<file path="src/include/baau_pkg.sv">
package baau_pkg;

  // opcode bytes
  localparam logic [7:0] OPC_ADD_ADJ = 8'h37;
  localparam logic [7:0] OPC_DIV_ADJ = 8'hD5;
  localparam logic [7:0] OPC_MUL_ADJ = 8'hD4;
  localparam logic [7:0] OPC_BASE_TEN = 8'h0A;

  // execution length in clocks, same on both bus widths
  localparam int CNT_W = 5;
  localparam logic [CNT_W-1:0] CYC_ADD_ADJ = 5'h08;
  localparam logic [CNT_W-1:0] CYC_DIV_ADJ = 5'h0F;
  localparam logic [CNT_W-1:0] CYC_MUL_ADJ = 5'h13;
  localparam logic [CNT_W-1:0] CNT_ONE = 5'h01;
  localparam logic [CNT_W-1:0] CNT_ZERO = 5'h00;

  // arithmetic constants
  localparam logic [3:0] BCD_MAX = 4'h9;
  localparam logic [7:0] ADD_FIX = 8'h06;
  localparam logic [7:0] DEC_TEN = 8'h0A;
  localparam logic [7:0] NIB_MASK = 8'h0F;
  localparam logic [7:0] BYTE_ONE = 8'h01;
  localparam logic [7:0] BYTE_ZERO = 8'h00;

  // register map, byte addresses
  localparam int ADDR_W = 8;
  localparam logic [ADDR_W-1:0] REG_CTRL = 8'h00;
  localparam logic [ADDR_W-1:0] REG_STATUS = 8'h04;
  localparam logic [ADDR_W-1:0] REG_COUNT = 8'h08;
  localparam logic [ADDR_W-1:0] REG_RESULT = 8'h0C;

  // field positions
  localparam int CTRL_EN_BIT = 0;
  localparam int CTRL_CLR_BIT = 1;
  localparam logic CTRL_EN_RST = 1'b1;
  localparam int ST_BUSY_BIT = 0;
  localparam int ST_STATE_LSB = 1;
  localparam int ST_OP_LSB = 4;
  localparam int ST_REJ_BIT = 8;
  localparam int RES_FLAG_LSB = 16;
  localparam logic [15:0] COUNT_RST = 16'h0000;
  localparam logic [15:0] COUNT_ONE = 16'h0001;

  typedef enum logic [1:0] {
    OP_NONE = 2'h0,
    OP_ADD = 2'h1,
    OP_DIV = 2'h2,
    OP_MUL = 2'h3
  } baau_op_e;

  // gray along idle -> run -> done
  typedef enum logic [1:0] {
    ST_IDLE = 2'h0,
    ST_RUN = 2'h1,
    ST_DONE = 2'h3
  } baau_state_e;

  typedef struct packed {
    logic ovf;
    logic sgn;
    logic zro;
    logic aux_carry_flag;
    logic par;
    logic carry_flag;
  } baau_flags_s;

  typedef struct packed {
    logic [7:0] opc;
    logic [7:0] base;
  } baau_req_s;

  typedef struct packed {
    logic [15:0] accumulator_word;
    baau_flags_s flags;
    baau_flags_s flag_we;
  } baau_res_s;

endpackage : baau_pkg

</file>
<file path="src/logic/baau_calc.sv">
`timescale 1ns/1ps
module baau_calc (
  input baau_pkg::baau_op_e op,
  input wire logic [15:0] accumulator_word,
  input baau_pkg::baau_flags_s flags_in,
  output baau_pkg::baau_res_s res
);
  import baau_pkg::*;

  logic [7:0] acc_low_byte;
  logic [7:0] acc_high_byte;
  logic need_fix;
  logic [7:0] lo_out;

  assign acc_low_byte = accumulator_word[7:0];
  assign acc_high_byte = accumulator_word[15:8];

  // aux carry left by the preceding add is what flags a decimal carry
  assign need_fix = (acc_low_byte[3:0] > BCD_MAX) || flags_in.aux_carry_flag;

  always_comb begin
    lo_out = acc_low_byte;
    res.accumulator_word = accumulator_word;
    res.flags = flags_in;
    res.flag_we = '0;
    case (op)
      OP_ADD: begin
        res.flag_we.carry_flag = 1'b1;
        res.flag_we.aux_carry_flag = 1'b1;
        if (need_fix) begin
          lo_out = (acc_low_byte + ADD_FIX) & NIB_MASK;
          res.accumulator_word = {acc_high_byte + BYTE_ONE, lo_out};
          res.flags.carry_flag = 1'b1;
          res.flags.aux_carry_flag = 1'b1;
        end else begin
          lo_out = acc_low_byte & NIB_MASK;
          res.accumulator_word = {acc_high_byte, lo_out};
          res.flags.carry_flag = 1'b0;
          res.flags.aux_carry_flag = 1'b0;
        end
      end
      OP_DIV: begin
        lo_out = 8'(acc_high_byte * DEC_TEN) + acc_low_byte;
        res.accumulator_word = {BYTE_ZERO, lo_out};
      end
      OP_MUL: begin
        lo_out = acc_low_byte % DEC_TEN;
        res.accumulator_word = {acc_low_byte / DEC_TEN, lo_out};
      end
      default: begin
        lo_out = acc_low_byte;
      end
    endcase
    if (op == OP_DIV || op == OP_MUL) begin
      res.flag_we.sgn = 1'b1;
      res.flag_we.zro = 1'b1;
      res.flag_we.par = 1'b1;
      res.flags.sgn = lo_out[7];
      res.flags.zro = (lo_out == BYTE_ZERO);
      res.flags.par = ~^lo_out;
    end
  end

endmodule : baau_calc

</file>
<file path="src/logic/baau_top.sv">
`timescale 1ns/1ps
module baau_top (
  input wire logic ref_clk,
  input wire logic nrst,
  input wire logic issue,
  input baau_pkg::baau_req_s req,
  input wire logic [15:0] accumulator_word,
  input baau_pkg::baau_flags_s flags_in,
  output logic busy_ff,
  output logic done_ff,
  output logic reject_ff,
  output baau_pkg::baau_res_s res_ff,
  input wire logic psel,
  input wire logic penable,
  input wire logic pwrite,
  input wire logic [baau_pkg::ADDR_W-1:0] paddr,
  input wire logic [31:0] pwdata,
  input wire logic [3:0] pstrb,
  output logic [31:0] prdata_ff,
  output logic pready_ff,
  output logic pslverr_ff
);
  import baau_pkg::*;

  baau_state_e state_ff;
  baau_state_e nxt_state;
  baau_op_e op_ff;
  baau_op_e dec_op;
  logic [CNT_W-1:0] cnt_ff;
  logic [CNT_W-1:0] dec_cyc;
  logic [15:0] acc_ff;
  baau_flags_s flags_ff;
  baau_res_s calc_res;
  logic accept;
  logic finish;

  logic en_ff;
  logic clr_cnt;
  logic [15:0] count_ff;
  logic rej_seen_ff;
  logic apb_acc;
  logic apb_hit;
  logic [31:0] rd_mux;
  logic apb_cap;
  logic wr_ctrl;
  logic rd_clr;

  // opcode decode; the base byte must be ten for the two-byte forms
  always_comb begin
    dec_op = OP_NONE;
    dec_cyc = CNT_ZERO;
    case (req.opc)
      OPC_ADD_ADJ: begin
        dec_op = OP_ADD;
        dec_cyc = CYC_ADD_ADJ;
      end
      OPC_DIV_ADJ: begin
        if (req.base == OPC_BASE_TEN) begin
          dec_op = OP_DIV;
          dec_cyc = CYC_DIV_ADJ;
        end
      end
      OPC_MUL_ADJ: begin
        if (req.base == OPC_BASE_TEN) begin
          dec_op = OP_MUL;
          dec_cyc = CYC_MUL_ADJ;
        end
      end
      default: begin
        dec_op = OP_NONE;
      end
    endcase
  end

  // a new request may land in the done cycle so ops run back to back
  assign accept = issue && (state_ff != ST_RUN) && en_ff && (dec_op != OP_NONE);
  assign finish = (state_ff == ST_RUN) && (cnt_ff == CNT_ZERO);

  always_comb begin
    nxt_state = state_ff;
    case (state_ff)
      ST_IDLE: begin
        if (accept) begin
          nxt_state = ST_RUN;
        end
      end
      ST_RUN: begin
        if (finish) begin
          nxt_state = ST_DONE;
        end
      end
      ST_DONE: begin
        if (accept) begin
          nxt_state = ST_RUN;
        end else begin
          nxt_state = ST_IDLE;
        end
      end
      default: begin
        nxt_state = ST_IDLE;
      end
    endcase
  end

  always_ff @(posedge ref_clk or negedge nrst) begin
    if (!nrst) begin
      state_ff <= ST_IDLE;
    end else begin
      state_ff <= nxt_state;
    end
  end

  // cycle counter: loaded with n-1 so the result appears n clocks after issue
  always_ff @(posedge ref_clk or negedge nrst) begin
    if (!nrst) begin
      cnt_ff <= CNT_ZERO;
    end else if (accept) begin
      cnt_ff <= dec_cyc - CNT_ONE;
    end else if (state_ff == ST_RUN && cnt_ff != CNT_ZERO) begin
      cnt_ff <= cnt_ff - CNT_ONE;
    end
  end

  always_ff @(posedge ref_clk or negedge nrst) begin
    if (!nrst) begin
      busy_ff <= 1'b0;
    end else if (accept) begin
      busy_ff <= 1'b1;
    end else if (finish) begin
      busy_ff <= 1'b0;
    end
  end

  // operands are captured at issue; the core may move its buses meanwhile
  always_ff @(posedge ref_clk or negedge nrst) begin
    if (!nrst) begin
      op_ff <= OP_NONE;
    end else if (accept) begin
      op_ff <= dec_op;
    end
  end

  always_ff @(posedge ref_clk or negedge nrst) begin
    if (!nrst) begin
      acc_ff <= 16'h0000;
    end else if (accept) begin
      acc_ff <= accumulator_word;
    end
  end

  always_ff @(posedge ref_clk or negedge nrst) begin
    if (!nrst) begin
      flags_ff <= '0;
    end else if (accept) begin
      flags_ff <= flags_in;
    end
  end

  baau_calc u_calc (
    .op(op_ff),
    .accumulator_word(acc_ff),
    .flags_in(flags_ff),
    .res(calc_res)
  );

  // result and its write strobe; flags without write enable are left to the core
  always_ff @(posedge ref_clk or negedge nrst) begin
    if (!nrst) begin
      done_ff <= 1'b0;
    end else begin
      done_ff <= finish;
    end
  end

  always_ff @(posedge ref_clk or negedge nrst) begin
    if (!nrst) begin
      res_ff <= '0;
    end else if (finish) begin
      res_ff <= calc_res;
    end
  end

  // refused issue answers with a one-cycle pulse and sets the sticky refusal marker in status
  always_ff @(posedge ref_clk or negedge nrst) begin
    if (!nrst) begin
      reject_ff <= 1'b0;
    end else begin
      reject_ff <= issue && !accept;
    end
  end

  // apb: one wait state so that every response comes from a flop
  assign apb_cap = psel && penable && !pready_ff;
  assign apb_acc = psel && penable && pready_ff;
  assign apb_hit = (paddr == REG_CTRL) || (paddr == REG_STATUS) ||
                   (paddr == REG_COUNT) || (paddr == REG_RESULT);
  assign wr_ctrl = apb_acc && pwrite && (paddr == REG_CTRL) && pstrb[0];
  assign clr_cnt = wr_ctrl && pwdata[CTRL_CLR_BIT];
  // status is captured on the same edge that raises pready; clearing its sticky bit on that
  // same edge keeps a refusal that lands while the access waits
  assign rd_clr = apb_cap && !pwrite && (paddr == REG_STATUS);

  always_ff @(posedge ref_clk or negedge nrst) begin
    if (!nrst) begin
      pready_ff <= 1'b0;
    end else begin
      pready_ff <= apb_cap;
    end
  end

  always_ff @(posedge ref_clk or negedge nrst) begin
    if (!nrst) begin
      en_ff <= CTRL_EN_RST;
    end else if (wr_ctrl) begin
      en_ff <= pwdata[CTRL_EN_BIT];
    end
  end

  // a completion in the clearing cycle is still counted
  always_ff @(posedge ref_clk or negedge nrst) begin
    if (!nrst) begin
      count_ff <= COUNT_RST;
    end else if (clr_cnt) begin
      count_ff <= finish ? COUNT_ONE : COUNT_RST;
    end else if (finish) begin
      count_ff <= count_ff + COUNT_ONE;
    end
  end

  // sticky refusal marker, cleared by reading status; a new refusal wins
  always_ff @(posedge ref_clk or negedge nrst) begin
    if (!nrst) begin
      rej_seen_ff <= 1'b0;
    end else if (issue && !accept) begin
      rej_seen_ff <= 1'b1;
    end else if (rd_clr) begin
      rej_seen_ff <= 1'b0;
    end
  end

  // ctrl holds enable and a write-1 clear of the count; status shows busy,
  // state, last operation and a sticky refusal; count tallies completions
  // and wraps; result mirrors the last answer; other offsets answer with an
  // error and read as zero
  always_comb begin
    rd_mux = 32'h00000000;
    case (paddr)
      REG_CTRL: begin
        rd_mux[CTRL_EN_BIT] = en_ff;
      end
      REG_STATUS: begin
        rd_mux[ST_BUSY_BIT] = busy_ff;
        rd_mux[ST_STATE_LSB +: 2] = state_ff;
        rd_mux[ST_OP_LSB +: 2] = op_ff;
        rd_mux[ST_REJ_BIT] = rej_seen_ff;
      end
      REG_COUNT: begin
        rd_mux[15:0] = count_ff;
      end
      REG_RESULT: begin
        rd_mux[15:0] = res_ff.accumulator_word;
        rd_mux[RES_FLAG_LSB +: 6] = res_ff.flags;
      end
      default: begin
        rd_mux = 32'h00000000;
      end
    endcase
  end

  always_ff @(posedge ref_clk or negedge nrst) begin
    if (!nrst) begin
      prdata_ff <= 32'h00000000;
    end else if (apb_cap && !pwrite) begin
      prdata_ff <= rd_mux;
    end else begin
      prdata_ff <= 32'h00000000;
    end
  end

  always_ff @(posedge ref_clk or negedge nrst) begin
    if (!nrst) begin
      pslverr_ff <= 1'b0;
    end else if (apb_cap) begin
      pslverr_ff <= !apb_hit;
    end else begin
      pslverr_ff <= 1'b0;
    end
  end

endmodule : baau_top

</file>
<file path="config.mk">
export PLATFORM = sky130hd
export DESIGN_NAME = baau_top
export DESIGN_NICKNAME = d
export VERILOG_FILES = /design/src/include/baau_pkg.sv /design/src/logic/baau_calc.sv /design/src/logic/baau_top.sv
export SDC_FILE = /design/constraint.sdc
export NUM_CORES = 1
export LEC_CHECK = 0
export BUFFER_PORTS_ARGS = -buffer_cell sky130_fd_sc_hd__buf_4
export CAP_MARGIN = 0
export CORE_MARGIN = 5
export CORE_UTILIZATION = 40
export CTS_BUF_LIST = sky130_fd_sc_hd__clkbuf_16
export DETAILED_ROUTE_END_ITERATION = 6
export PLACE_DENSITY = 0.63
export SLEW_MARGIN = 20
export SYNTH_ARGS = -nofsm -noshare
export SYNTH_HDL_FRONTEND = slang
export SYNTH_SLANG_ARGS = --single-unit
export TNS_END_PERCENT = 50
</file>
<file path="constraint.sdc">
create_clock -name ref_clk -period 7.62 [get_ports ref_clk]
set_clock_uncertainty 0.15 [all_clocks]
set_input_delay 1.524 -clock ref_clk [delete_from_list [all_inputs] [get_ports ref_clk]]
set_output_delay 1.524 -clock ref_clk [all_outputs]
set_load 0.03 [all_outputs]
</file>
Word-level counts from Yosys, hierarchy flattened
Index checks and enable logic that the tools add are counted.
{"block": "op_classes", "magnitude_cmp": 1, "n_div": 2, "n_reduce_logical": 36, "multipliers": 1, "n_mux": 41, "n_eq_ne": 15, "n_addsub": 6}
{"cell": "$mux 16", "n": 3}
{"cell": "$pmux 16 s3", "n": 1}
{"cell": "$eq 8x4->1 const B", "n": 3}
{"cell": "$pmux 2 s3", "n": 4}
{"cell": "$pmux 8 s3", "n": 1}
{"cell": "$mux 22", "n": 1}
{"cell": "$add 16x1->16 const B", "n": 1}
{"cell": "$eq 8x8->1 const B", "n": 2}
{"cell": "$logic_not 8->1", "n": 2}
{"cell": "$logic_and 1x1->1", "n": 15}
{"cell": "$mux 5", "n": 3}
{"cell": "$pmux 5 s3", "n": 1}
{"cell": "$pmux 7 s2", "n": 1}
{"cell": "$mux 1", "n": 13}
{"cell": "$mux 2", "n": 6}
{"cell": "$reduce_bool 2->1", "n": 5}
{"cell": "$sub 5x1->5 const B", "n": 2}
{"cell": "$add 8x1->8 const B", "n": 1}
{"cell": "$add 8x8->8", "n": 1}
{"cell": "$div 8x4->8 const B", "n": 1}
{"cell": "$eq 8x3->1 const B", "n": 1}
{"cell": "$eq 8x6->1 const B", "n": 1}
{"cell": "$mod 8x4->8 const B", "n": 1}
{"cell": "$mul 8x3->7 const B", "n": 1}
{"cell": "other kinds (19)", "n": 31}
{"block": "word_totals", "input_bits": 88, "regBits": 112, "output_inout_bits": 65, "word_cells": 132}

Longest topological paths before layout
Gate-level depths: netlist of run 1.
{"block": "depth", "word_depth": 8, "ltp_mapped": 18, "depth_no_buf": 18}

By module
Synthesis of run 1 repeated with hierarchy kept, for this count alone.
{"block": "hier_totals", "hier_cells": 704, "hier_area_um2": 6402.4}
{"module": "baau_top", "area_per_inst_um2": 4443.0, "cells_per_inst": 423, "seq_area_each_um2": 2603.7, "instances": 1}
{"module": "baau_calc", "area_per_inst_um2": 1959.4, "cells_per_inst": 281, "seq_area_each_um2": 0.0, "instances": 1}

Worst setup path before layout of run 1
OpenSTA, ideal clock, no wires.
{"block": "synth_timing", "kind": "input port to flip-flop", "startpoint": "in req[11] (netlist name)", "endpoint": "reg acc_ff[0]", "t_arrival_ns": 3.232, "cell_stages": 8, "n_path_buf": 2, "path_slack_ns": 4.113, "path_cell_list": "nand3b_1 -> nor4_1 -> nand3_1 -> inv_1 -> o21a_1 -> clkbuf_1 -> buf_1 -> mux2_2"}
{"block": "synth_via", "elab_chain_len": 4}
{"element": "from (decl)", "line_no": "baau_top.sv:6", "text": "input baau_pkg::baau_req_s req,"}
{"element": "$eq 8x8->1 / $eq 8x6->1 (equally long branches)", "line_no": "baau_top.sv:52", "text": "case (req.opc)"}
{"element": "$pmux 2 s3 *", "line_no": "baau_top.sv:52"}
{"element": "$reduce_bool 2->1 *", "line_no": "baau_top.sv:76", "text": "assign accept = issue && (state_ff != ST_RUN) && en_ff && (dec_op != OP_NONE);"}
{"element": "$logic_and 1x1->1 *", "line_no": "baau_top.sv:76"}
{"element": "to (signal assigned)", "line_no": "baau_top.sv:147", "text": "acc_ff <= accumulator_word;"}
{"element": "to (decl)", "line_no": "baau_top.sv:31", "text": "logic [15:0] acc_ff;"}
Every way passes the cells marked *; elsewhere a longest branch is shown, timed or not.
A chain may end at the register's enable or synchronous reset.

Final worst setup path of run 1
{"block": "layout_timing", "startpoint": "reg acc_ff[9]", "endpoint": "reg res_ff[7] (netlist name)"}
{"block": "layout_via", "elab_chain_len": 5}
{"element": "$mul 8x3->7", "line_no": "baau_calc.sv:43", "text": "lo_out = 8'(acc_high_byte * DEC_TEN) + acc_low_byte;"}
{"element": "$add 8x8->8", "line_no": "baau_calc.sv:43"}
{"element": "$pmux 8 s3", "line_no": "baau_calc.sv:26", "text": "case (op)"}
{"element": "$reduce_xnor 8->1", "line_no": "baau_calc.sv:60", "text": "res.flags.par = ~^lo_out;"}
{"element": "$mux 1", "line_no": "baau_calc.sv:54", "text": "if (op == OP_DIV || op == OP_MUL) begin"}
{"element": "to (signal assigned)", "line_no": "baau_top.sv:179", "text": "res_ff <= calc_res;"}
{"element": "to (decl)", "line_no": "baau_top.sv:12", "text": "output baau_pkg::baau_res_s res_ff,"}
Every way passes these cells.

==> results of run 1 <==
-- layer usage --
metal | up-vias | wire (um) | track usage [%]
li1 | 2308 | - | -
met1 | 2245 | 6450 | 23.0
met2 | 134 | 7100 | 28.3
met3 | 23 | 922 | 4.07
met4 | 0 | 260 | 5.26
met5 | - | 0 | 0
-- power groups by stage --
stage | combinational (mW) | sequential, mW | clock (mW)
6_report | 0.0544 | 0.532 | 0.503
5_1_grt | 0.0605 | 0.532 | 0.535
4_1_cts | 0.0554 | 0.532 | 0.516
3_5_place_dp | 0.0553 | 0.543 | 0
3_3_place_gp | 0.0543 | 0.543 | 0
2_1_floorplan | 0.0222 | 0.544 | 0
-- cell type report --
cell class	count	area, um2	share of cell area (%)
multi-input combinational	459	3060	43.5
sequential	100	2500	35.6
clock buffer	9	225	3.20
tap	184	230	3.27
timing repair buffer	111	833	11.8
inverter	23	87.6	1.24
clock inverter	7	97.6	1.39
-- sequential cells by signal, indices dropped and copies added (netlist names) --
signal       cells
res_ff          24
prdata_ff       22
acc_ff          16
count_ff        16
flags_ff         6
cnt_ff           5
op_ff            2
state_ff         2
busy_ff          1
done_ff          1
en_ff            1
pready_ff        1
pslverr_ff       1
rej_seen_ff      1
reject_ff        1
-- cell usage after synthesis, drive strengths merged (3+ instances only) --
master	count	area [um2]
a211oi	5	42.5
a21o	8	60.1
a21oi	30	150
a22o	3	26.3
a311oi	3	26.3
a31oi	5	31.3
and2	10	65.1
and3	5	31.3
buf	24	165
clkbuf	19	71.3
dfrtp	99	2480
ha	23	288
inv	22	82.6
mux2	25	282
mux2i	20	200
nand2	48	180
nand2b	6	40.0
nand3	17	85.1
nand4	7	50.1
nor2	83	324
nor2b	3	18.8
nor3	9	50.1
nor4	4	25.0
o21a	4	30.0
o21ai	50	262
o31ai	4	48.8
or3	5	31.3
xnor2	21	191
xor2	16	140
-- through the flow --
stage / util, % / hold slack [ns] / power, mW / instances / worst slack (ns)
floorplan: - / 0.285 / 0.567 / 625 / 4.11
global placement: 46.6 / 0.313 / 0.597 / 877 / 3.43
detailed placement: 46.6 / 0.311 / 0.598 / 877 / 3.57
CTS: 48.8 / 0.328 / 1.10 / 893 / 3.63
global route: 48.8 / 0.349 / 1.13 / 893 / 3.33
finish: 48.8 / 0.324 / 1.09 / 893 / 3.61
-- final timing paths --
check / cells past startpoint / slack, ns / start / end
setup reg to reg: 18 / 3.61 / acc_ff[9]$_DFFE_PN0P_ / res_ff[7]$_DFFE_PN0P_
hold reg to reg: 2 / 0.32 / flags_ff[5]$_DFFE_PN0P_ / res_ff[11]$_DFFE_PN0P_
max in group asynchronous: 2 / 5.19 / nrst / cnt_ff[1]$_DFFE_PN0P_
setup / recovery: 18 / 3.61 / acc_ff[9]$_DFFE_PN0P_ / res_ff[7]$_DFFE_PN0P_
min in group asynchronous: 1 / 0.92 / nrst / prdata_ff[15]$_DFF_PN0_
hold / removal: 2 / 0.32 / flags_ff[5]$_DFFE_PN0P_ / res_ff[11]$_DFFE_PN0P_
-- logic make-up (layout without fill, tap and decap cells) --
group	after synthesis	in the layout
AO/OA/AOI/OAI	130	130
adder cells (fa/ha/maj)	26	26
AND/OR/NAND/NOR	210	210
XOR/XNOR	37	37
flip-flops	100	100
buffers and inverters	66	150
multiplexers	45	45
other	1	11
-- worst min-delay path, cell delays in order (launching register included) --
cell and delay (ns):
dfrtp_1 0.35, nand2_1 0.05, nand2_1 0.05
==> results by group, run 1 <==
Power and ir drop
  • Seq pwr share: between 40% and 50%
  • Int Pwr: 0.846 mW
  • Sw Ratio: around 22%
  • Combinational share of power: 5.0%
  • Switching power: 0.244 mW
  • P_leak: approximately 3.4 nW
  • Power Density: between 150 and 200 mW/mm2
  • Clock power frac: ~46%
  • Peak VDD IR: about 150 uV

Finish
  • Most common cell after layout, fill and taps aside: buf_4
  • Fillers: between 1000 and 1500
  • Number of diodes: 0
  • Final instance area: about 0.0070 mm2
  • Total Nets Final: approximately 820
  • Commonest non-fill, non-tap cells in the layout: buf_4 (111), dfrtp_1 (99), nor2_1 (80)
  • Share of post-route cells with drive strength above 1: about a quarter
  • Area growth syn-to-layout: 20.3%

Min path
  • Worst Hold Class: flop to flop

Clock tree
  • Clk slew on worst S/H paths: 0.07 ns
  • Post-CTS Hold Fix Bufs: 0
  • Clk sink count: 100
  • Worst skew pair latency: 0.36 ns
  • H-tree levels: 3
  • TritonCTS clock tree: done
  • TritonCTS buffer count: 9
  • Post-CTS resize count: 0
  • Post-CTS setup buffer count: 0
  • CTS Buffer Depth: 2
  • Clock root cell: clkbuf_16

Floorplanning
  • Initial cell density of the core: 40.6%
  • Io pins: about 150
  • Die Span Y: around 130 um
  • Core area: 0.0144 mm2
  • DIE AREA: around 0.017 mm2
  • Die X: about 130 um
  • Num rows: 44

Critical path
  • Most common cell on crit path: ha_1
  • Critical path capture point type: flop
  • Crit path kind: flop to flop
  • WP data required: between 7 and 8 ns
  • Arr. time, crit path: 4.08 ns
  • Crit-path max FO: 7
  • CP Buf/Inv Count: 3
  • CP cell instances: ha_1 > ha_1 > inv_1 > fa_1 > inv_1 > ha_1 > inv_1 > o21bai_1 > a21oi_1 > xnor2_1 > a211oi_1 > a21oi_1 > ha_1 > xor2_1 > xnor2_1 > nor2_1 > a21oi_1 > o21ai_0
  • Slowest-stage cell, CP: dfrtp_1
  • Crit path max-delay family: adder cells
  • Slowest stage delay, CP: about 0.5 ns
  • Startpoint Class: flop

Timing
  • Setup violators final: 0
  • Final min period: approximately 4.0 ns
  • Tightest Pin Transition: 0.884 ns
  • Final period utilization: roughly 53%
  • RSZ-0062 raised after global routing: false
  • Fin. Hold Viols: 0
  • F_max: about 250 MHz
  • TNS Setup: 0 ns
  • Max-slew headroom: about two fifths
  • Final Slew Violations: 0

Route
  • Drt initial violations: 249
  • Drt drc: 0
  • DR pass1 iterations: 5
  • Vias/cell: ~5.3
  • Drt total wl: roughly 15000 um
  • DRT antenna net count: 0
  • Via Count: around 4700
  • Drt wl/cell: approximately 16 um

Yosys
  • Post-synth EDFFs: 0
  • Sequential fraction of the synthesis area: between 40 and 50%
  • Post-synthesis mux area share: roughly 8.2%
  • Cell Area, Synth: around 0.0059 mm2
  • XOR/XNOR Fraction of Synth Area: under 10%
  • Top FF cell, synth: dfrtp_1
  • Post-synth cell types: 73
  • Main combinational cell family by area after synthesis: simple AND/OR/NAND/NOR gates
  • Synth Area in Compound Gates: 14.6%
  • Syn_area_per_cell: 9.51 um2
  • Asr flop ratio synth: 100%
  • Mapped Cells: 615
  • Synth Register Bits: 100
  • Adder-cell area share of the yosys netlist: under 10%
  • Ys Warns: 0
  • Simple logic cell fraction of the synthesized area: 17.3%

Outcome
  • Outcome: complete, no violations

Placement
  • DP Area: 0.00672 mm2
  • GPL Wtd Cong: between 0.8 and 0.9
  • Number of port buffers: between 100 and 150
  • Final HPWL DP: roughly 11000 um

GRT
  • Vias in the first global route: roughly 4500
  • GR Util All Layers: 17.4%
  • Largest net degree at the start of global routing: 73
  • Initial antenna violation count: 0
  • Global-route wire length before repair: roughly 23000 um
  • Total gr overflow: 0

Flow run
  • Max-cap violation count: 0
Power figures use the tool's default switching activity.
==> run 2: changes to the inputs <==
- PLACE_DENSITY: 0.63 -> 0.66
- clock period: 7.62 -> 3.2 ns (I/O delays scaled with it)
==> run 2 against run 1 <==
  * The run now ends with setup timing left
  * Fmax grew 12%
  * Cell count increased by 9.7%
  * Cell area is 11% higher
  * Wire length rose by 4.8%
==> results by group, run 2 (synthesis results as in run 1) <==
Outcome
  • Outcome: finished, violations left
  • Failing checks: setup timing

Power and ir drop
  • Switching power: 0.585 mW
  • Clock power frac: ~45%
  • Power Density: ~320 mW/mm2
  • Seq pwr share: 50.1%
  • Int Pwr: between 1.5 and 2 mW
  • Sw Ratio: between 20% and 30%
  • Peak VDD IR: ~270 uV
  • Combinational share of power: ~5.3%
  • P_leak: roughly 3.8 nW
  • Tot Pwr: 2.53 mW

Finish
  • Area growth syn-to-layout: 33.5%
  • Max FFs per register: 24
  • Leading registers by flop count: res_ff x24, prdata_ff x22
  • Most common cell after layout, fill and taps aside: buf_4
  • Share of post-route cells with drive strength above 1: approximately 34%
  • Largest Register: res_ff
  • Commonest non-fill, non-tap cells in the layout: buf_4 (191), dfrtp_1 (96), nor2_1 (79)
  • Total Nets Final: 904
  • Fillers: 1338
  • Number of diodes: 0

Route
  • DRT antenna net count: 0
  • Via Count: 5023
  • DR pass1 iterations: 5
  • Vias/cell: 5.13
  • Drt wl/cell: about 16 um
  • Drt initial violations: about 280
  • Drt drc: 0
  • Drt total wl: between 15000 and 20000 um

Clock tree
  • TritonCTS buffer count: 9
  • Clock root cell: clkbuf_16
  • Post-CTS Hold Fix Bufs: 0
  • Clk slew on worst S/H paths: ~0.07 ns
  • Clk sink count: 100
  • H-tree levels: 3
  • TritonCTS clock tree: done
  • Worst skew pair latency: 0.35 ns
  • CTS Buffer Depth: 2

Critical path
  • Arr. time, crit path: about 3.7 ns
  • Crit-path max FO: 2
  • Startpoint Class: flop
  • Slowest stage delay, CP: 0.48 ns
  • Slowest-stage cell, CP: fa_1
  • Crit path kind: flop to flop
  • Reg-to-reg setup timing slack: -0.38 ns
  • RR Startpoint: acc_ff[9]$_DFFE_PN0P_
  • CP Buf/Inv Count: 3
  • Register-to-Register Path Depth: 18
  • WP data required: about 3.3 ns
  • R2R Path End: res_ff[7]$_DFFE_PN0P_
  • Critical path capture point type: flop
  • Setup crit start: acc_ff[9]$_DFFE_PN0P_
  • Crit path max-delay family: adder cells
  • CP cell instances: ha_4 > ha_4 > inv_2 > fa_1 > inv_2 > ha_4 > inv_2 > o21bai_1 > a21oi_2 > xnor2_2 > a211oi_2 > a21oi_1 > ha_1 > xor2_1 > xnor2_1 > nor2_1 > a21oi_1 > o21ai_1

Floorplanning
  • DIE AREA: 0.0171 mm2
  • Io pins: approximately 150
  • Num rows: 44
  • Die X: 131 um
  • Core area: approximately 0.014 mm2
  • Initial cell density of the core: between 40% and 50%
  • Die Span Y: approximately 130 um

Timing
  • Final Slew Violations: 0
  • Setup violators final: 3
  • Final period utilization: 112%
  • Setup WS post-layout: -0.382 ns
  • RSZ-0062 raised after global routing: true
  • Final min period: roughly 3.6 ns
  • TNS Setup: -0.682 ns
  • Fin. Hold Viols: 0
  • Tightest Pin Transition: about 0.62 ns
  • F_max: roughly 280 MHz
  • Max-slew headroom: approximately three fifths

GRT
  • Largest net degree at the start of global routing: 54
  • Vias in the first global route: between 5000 and 6000
  • GR Util All Layers: between 10% and 20%
  • Total gr overflow: 0
  • Initial antenna violation count: 0
  • Global-route wire length before repair: 25000 um

Min path
  • Worst Hold Class: input pin to asynchronous set/reset pin

Placement
  • GPL Wtd Cong: just under 0.9
  • Final HPWL DP: around 12000 um
  • Number of port buffers: 108

Flow run
  • Max-cap violation count: 0
## run 2: cell types whose count changed in the layout (fill, tap and decap cells not counted), moves of 4 or more
cell	previous run	this run
buf_4	111	191
ha_4	0	4
ha_1	23	19
buf_6	0	6
## run 2: worst reg2reg max path, stage by stage, from the launching register on
cell and delay, ns:
dfrtp_1 0.41, ha_4 0.29, ha_4 0.13, inv_2 0.03
fa_1 0.48, inv_2 0.05, ha_4 0.26, inv_2 0.03
o21bai_1 0.16, a21oi_2 0.10, xnor2_2 0.16, a211oi_2 0.25
a21oi_1 0.09, ha_1 0.30, xor2_1 0.18, xnor2_1 0.15
nor2_1 0.06, a21oi_1 0.12, o21ai_1 0.07
## run 2: repair_timing
| item | in CTS | in global routing |
|---|---|---|
| setup endpoints to repair | 2 | 4 |
| buffers inserted | 10 | 6 |
| gates resized for setup | 14 | 12 |
| endpoints found under the hold margin | 0 | 0 |
| pin swaps | 11 | 10 |
| cloned | 0 | 0 |
## run 2: how the worst max path moves through the flow
stage	end	cells past startpoint
3_5_place_dp	res_ff[7]$_DFFE_PN0P_	18
3_3_place_gp	res_ff[7]$_DFFE_PN0P_	16
6_report	res_ff[7]$_DFFE_PN0P_	18
2_1_floorplan	res_ff[7]$_DFFE_PN0P_	18
4_1_cts	res_ff[7]$_DFFE_PN0P_	18
5_1_grt	res_ff[7]$_DFFE_PN0P_	18
## run 2: area by class of cell
type                       count  area, um2  share of cell area, %
multi-input combinational    459       3150                   40.4
sequential                   100       2510                   32.1
timing repair buffer         198       1520                   19.5
tap                          184        230                   2.95
clock buffer                   9        225                   2.88
inverter                      23       87.6                   1.12
clock inverter                 7       86.3                   1.11
## run 2: power by group through the flow
stage | clock [mW] | sequential [mW] | combinational, mW
2_1_floorplan | 0 | 1.30 | 0.0528
3_3_place_gp | 0 | 1.29 | 0.132
3_5_place_dp | 0 | 1.29 | 0.135
4_1_cts | 1.17 | 1.27 | 0.136
5_1_grt | 1.21 | 1.27 | 0.148
6_report | 1.13 | 1.27 | 0.133
## run 2: stage by stage
| step | worst slack [ns] | area (um2) | hold slack, ns | cells | util [%] |
|---|---|---|---|---|---|
| final | -0.382 | 7810 | 0.147 | 980 | 54.2 |
| after global routing | -0.530 | 7810 | 0.198 | 980 | 54.2 |
| after CTS | -0.435 | 7710 | 0.162 | 974 | 53.5 |
| after detailed placement | -0.477 | 7270 | 0.315 | 948 | 50.4 |
| after global placement | -0.372 | 7270 | 0.309 | 948 | 50.4 |
| after floorplan | -0.232 | 5900 | 0.194 | 625 | - |
## run 2: routing by layer
layer / global-route usage [%] / part of all wire (%) / vias up
li1: - / - / 2472
met1: 24.1 / 44 / 2424
met2: 31.4 / 50 / 111
met3: 3.86 / 5.0 / 16
met4: 4.84 / 1.5 / 0
met5: 0 / 0 / -
==> run 3: changes to the inputs <==
- CAP_MARGIN: 0 -> default
- PLACE_DENSITY: 0.66 -> 0.63
- clock period: 3.2 -> 4.4 ns (I/O delays scaled with it)
==> run 3 against run 2 <==
  * The run now ends clean
  * Cell area down 9.7%
  * Non-clock buffer count down 78
  * Sequential cell count unchanged
  * Combinational power down 29%
==> results by group, run 3 (synthesis results as in run 1) <==
Timing
  • Hold Slack: about 0.33 ns
  • Tightest Pin Transition: between 0.7 and 0.8 ns
  • Final Slew Violations: 0
  • Max-slew headroom: 49.2%
  • Fin. Hold Viols: 0
  • RSZ-0062 raised after global routing: false
  • TNS Setup: 0 ns
  • Final period utilization: 89.4%
  • Final min period: 3.93 ns
  • F_max: ~250 MHz
  • Setup violators final: 0

Placement
  • GPL Wtd Cong: slightly below 0.9
  • Number of port buffers: between 100 and 150
  • Final HPWL DP: between 10000 and 15000 um

Critical path
  • Crit-path max FO: 6
  • Crit path max-delay family: adder cells
  • Most common cell on crit path: ha_1
  • Arr. time, crit path: around 4.0 ns
  • CP cell instances: ha_1 > ha_1 > inv_1 > fa_1 > inv_1 > ha_1 > inv_1 > o21bai_1 > a21oi_1 > xnor2_1 > a211oi_1 > a21oi_1 > ha_1 > xor2_1 > xnor2_1 > nor2_1 > a21oi_1 > o21ai_0
  • CP Buf/Inv Count: 3
  • Startpoint Class: flop
  • Critical path capture point type: flop
  • Slowest-stage cell, CP: dfrtp_1
  • WP data required: about 4.5 ns
  • Crit path kind: flop to flop
  • Slowest stage delay, CP: about 0.47 ns

Clock tree
  • Clock root cell: clkbuf_16
  • TritonCTS clock tree: done
  • Post-CTS Hold Fix Bufs: 0
  • Clk sink count: 100
  • Post-CTS resize count: 0
  • H-tree levels: 3
  • Worst skew pair latency: 0.36 ns
  • CTS Buffer Depth: 2
  • Clk slew on worst S/H paths: around 0.070 ns
  • TritonCTS buffer count: 9
  • Post-CTS setup buffer count: 0

Floorplanning
  • Core area: 0.0144 mm2
  • Die X: between 100 and 150 um
  • Num rows: between 40 and 50
  • DIE AREA: between 0.015 and 0.02 mm2
  • Initial cell density of the core: about two fifths
  • Io pins: 153
  • Die Span Y: roughly 130 um

Flow run
  • Max-cap violation count: 0

Finish
  • Total Nets Final: between 800 and 900
  • Commonest non-fill, non-tap cells in the layout: buf_4 (119), dfrtp_1 (99), nor2_1 (80)
  • Fillers: 1383
  • Max FFs per register: 24
  • Largest Register: res_ff
  • Share of post-route cells with drive strength above 1: 24.5%
  • Most common cell after layout, fill and taps aside: buf_4
  • Leading registers by flop count: res_ff x24, prdata_ff x22
  • Area growth syn-to-layout: 20.5%
  • Number of diodes: 0
  • Area of the multi-input gates: ~0.0031 mm2
  • Sequential cell area: between 0.002 and 0.003 mm2

Power and ir drop
  • P_leak: around 3.4 nW
  • Power Density: 249 mW/mm2
  • Peak VDD IR: between 200 and 250 uV

Route
  • Drt total wl: 14800 um
  • Via Count: between 4000 and 5000
  • Drt initial violations: around 290
  • Drt wl/cell: between 15 and 20 um
  • DR pass1 iterations: 4
  • DRT antenna net count: 0
  • Drt drc: 0
  • Vias/cell: 5.27

GRT
  • Initial antenna violation count: 0
  • Global-route wire length before repair: about 24000 um
  • Largest net degree at the start of global routing: 85
  • GR Util All Layers: between 10% and 20%
  • Vias in the first global route: ~4700
  • Total gr overflow: 0

Min path
  • Worst Hold Class: flop to flop

Outcome
  • Outcome: complete, no violations
-- run 3: where the power goes --
group	internal (mW)	total, mW	switching [mW]	leakage (nW)
clock	0.382	0.742	0.361	0.129
sequential	0.921	0.922	0.00127	1.28
combinational	0.0422	0.0950	0.0528	1.98
total	1.34	1.76	0.415	3.39
-- run 3: metal layers --
layer / track usage [%] / part of all wire [%] / vias up
li1: - / - / 2320
met1: 23.5 / 44 / 2277
met2: 29.6 / 48 / 125
met3: 4.47 / 6.4 / 25
met4: 4.96 / 2.0 / 0
met5: 0 / 0 / -
-- run 3: final cells by class --
class | instances | area share [%]
flip-flops and latches | 100 | 35.5
clock buffers | 9 | 3.19
repair buffers | 120 | 12.8
multi-input cells | 459 | 43.4
inverters | 23 | 1.24
clock inverters | 6 | 0.568
well taps | 184 | 3.26
-- run 3: worst register-to-register path, stage by stage, from the launching register on --
cell and delay (ns):
dfrtp_1 0.47, ha_1 0.32, ha_1 0.18, inv_1 0.06
fa_1 0.47, inv_1 0.04, ha_1 0.30, inv_1 0.10
o21bai_1 0.09, a21oi_1 0.19, xnor2_1 0.17, a211oi_1 0.10
a21oi_1 0.30, ha_1 0.31, xor2_1 0.17, xnor2_1 0.14
nor2_1 0.05, a21oi_1 0.11, o21ai_0 0.08
-- run 3: worst paths after layout --
path	to	cells after the start	slack [ns]	from
max	res_ff[7]$_DFFE_PN0P_	18	0.47	acc_ff[11]$_DFFE_PN0P_
min	res_ff[11]$_DFFE_PN0P_	2	0.33	flags_ff[5]$_DFFE_PN0P_
max reg2reg	res_ff[7]$_DFFE_PN0P_	18	0.47	acc_ff[11]$_DFFE_PN0P_
min reg2reg	res_ff[11]$_DFFE_PN0P_	2	0.33	flags_ff[5]$_DFFE_PN0P_
max in group asynchronous	prdata_ff[21]$_DFF_PN0_	2	2.95	nrst
min in group asynchronous	prdata_ff[3]$_DFF_PN0_	1	0.41	nrst
-- run 3: metrics by stage --
step / instance area (um2) / worst slack, ns / std cells / utilization [%] / total power, mW
after floorplan: 5890 / 0.906 / 625 / - / 0.981
after CTS: 7050 / 0.508 / 901 / 48.9 / 1.77
after detailed placement: 6780 / 0.533 / 886 / 47.0 / 1.04
after global placement: 6780 / 0.630 / 886 / 47.0 / 1.03
after global routing: 7050 / 0.308 / 901 / 48.9 / 1.82
final: 7050 / 0.468 / 901 / 48.9 / 1.76
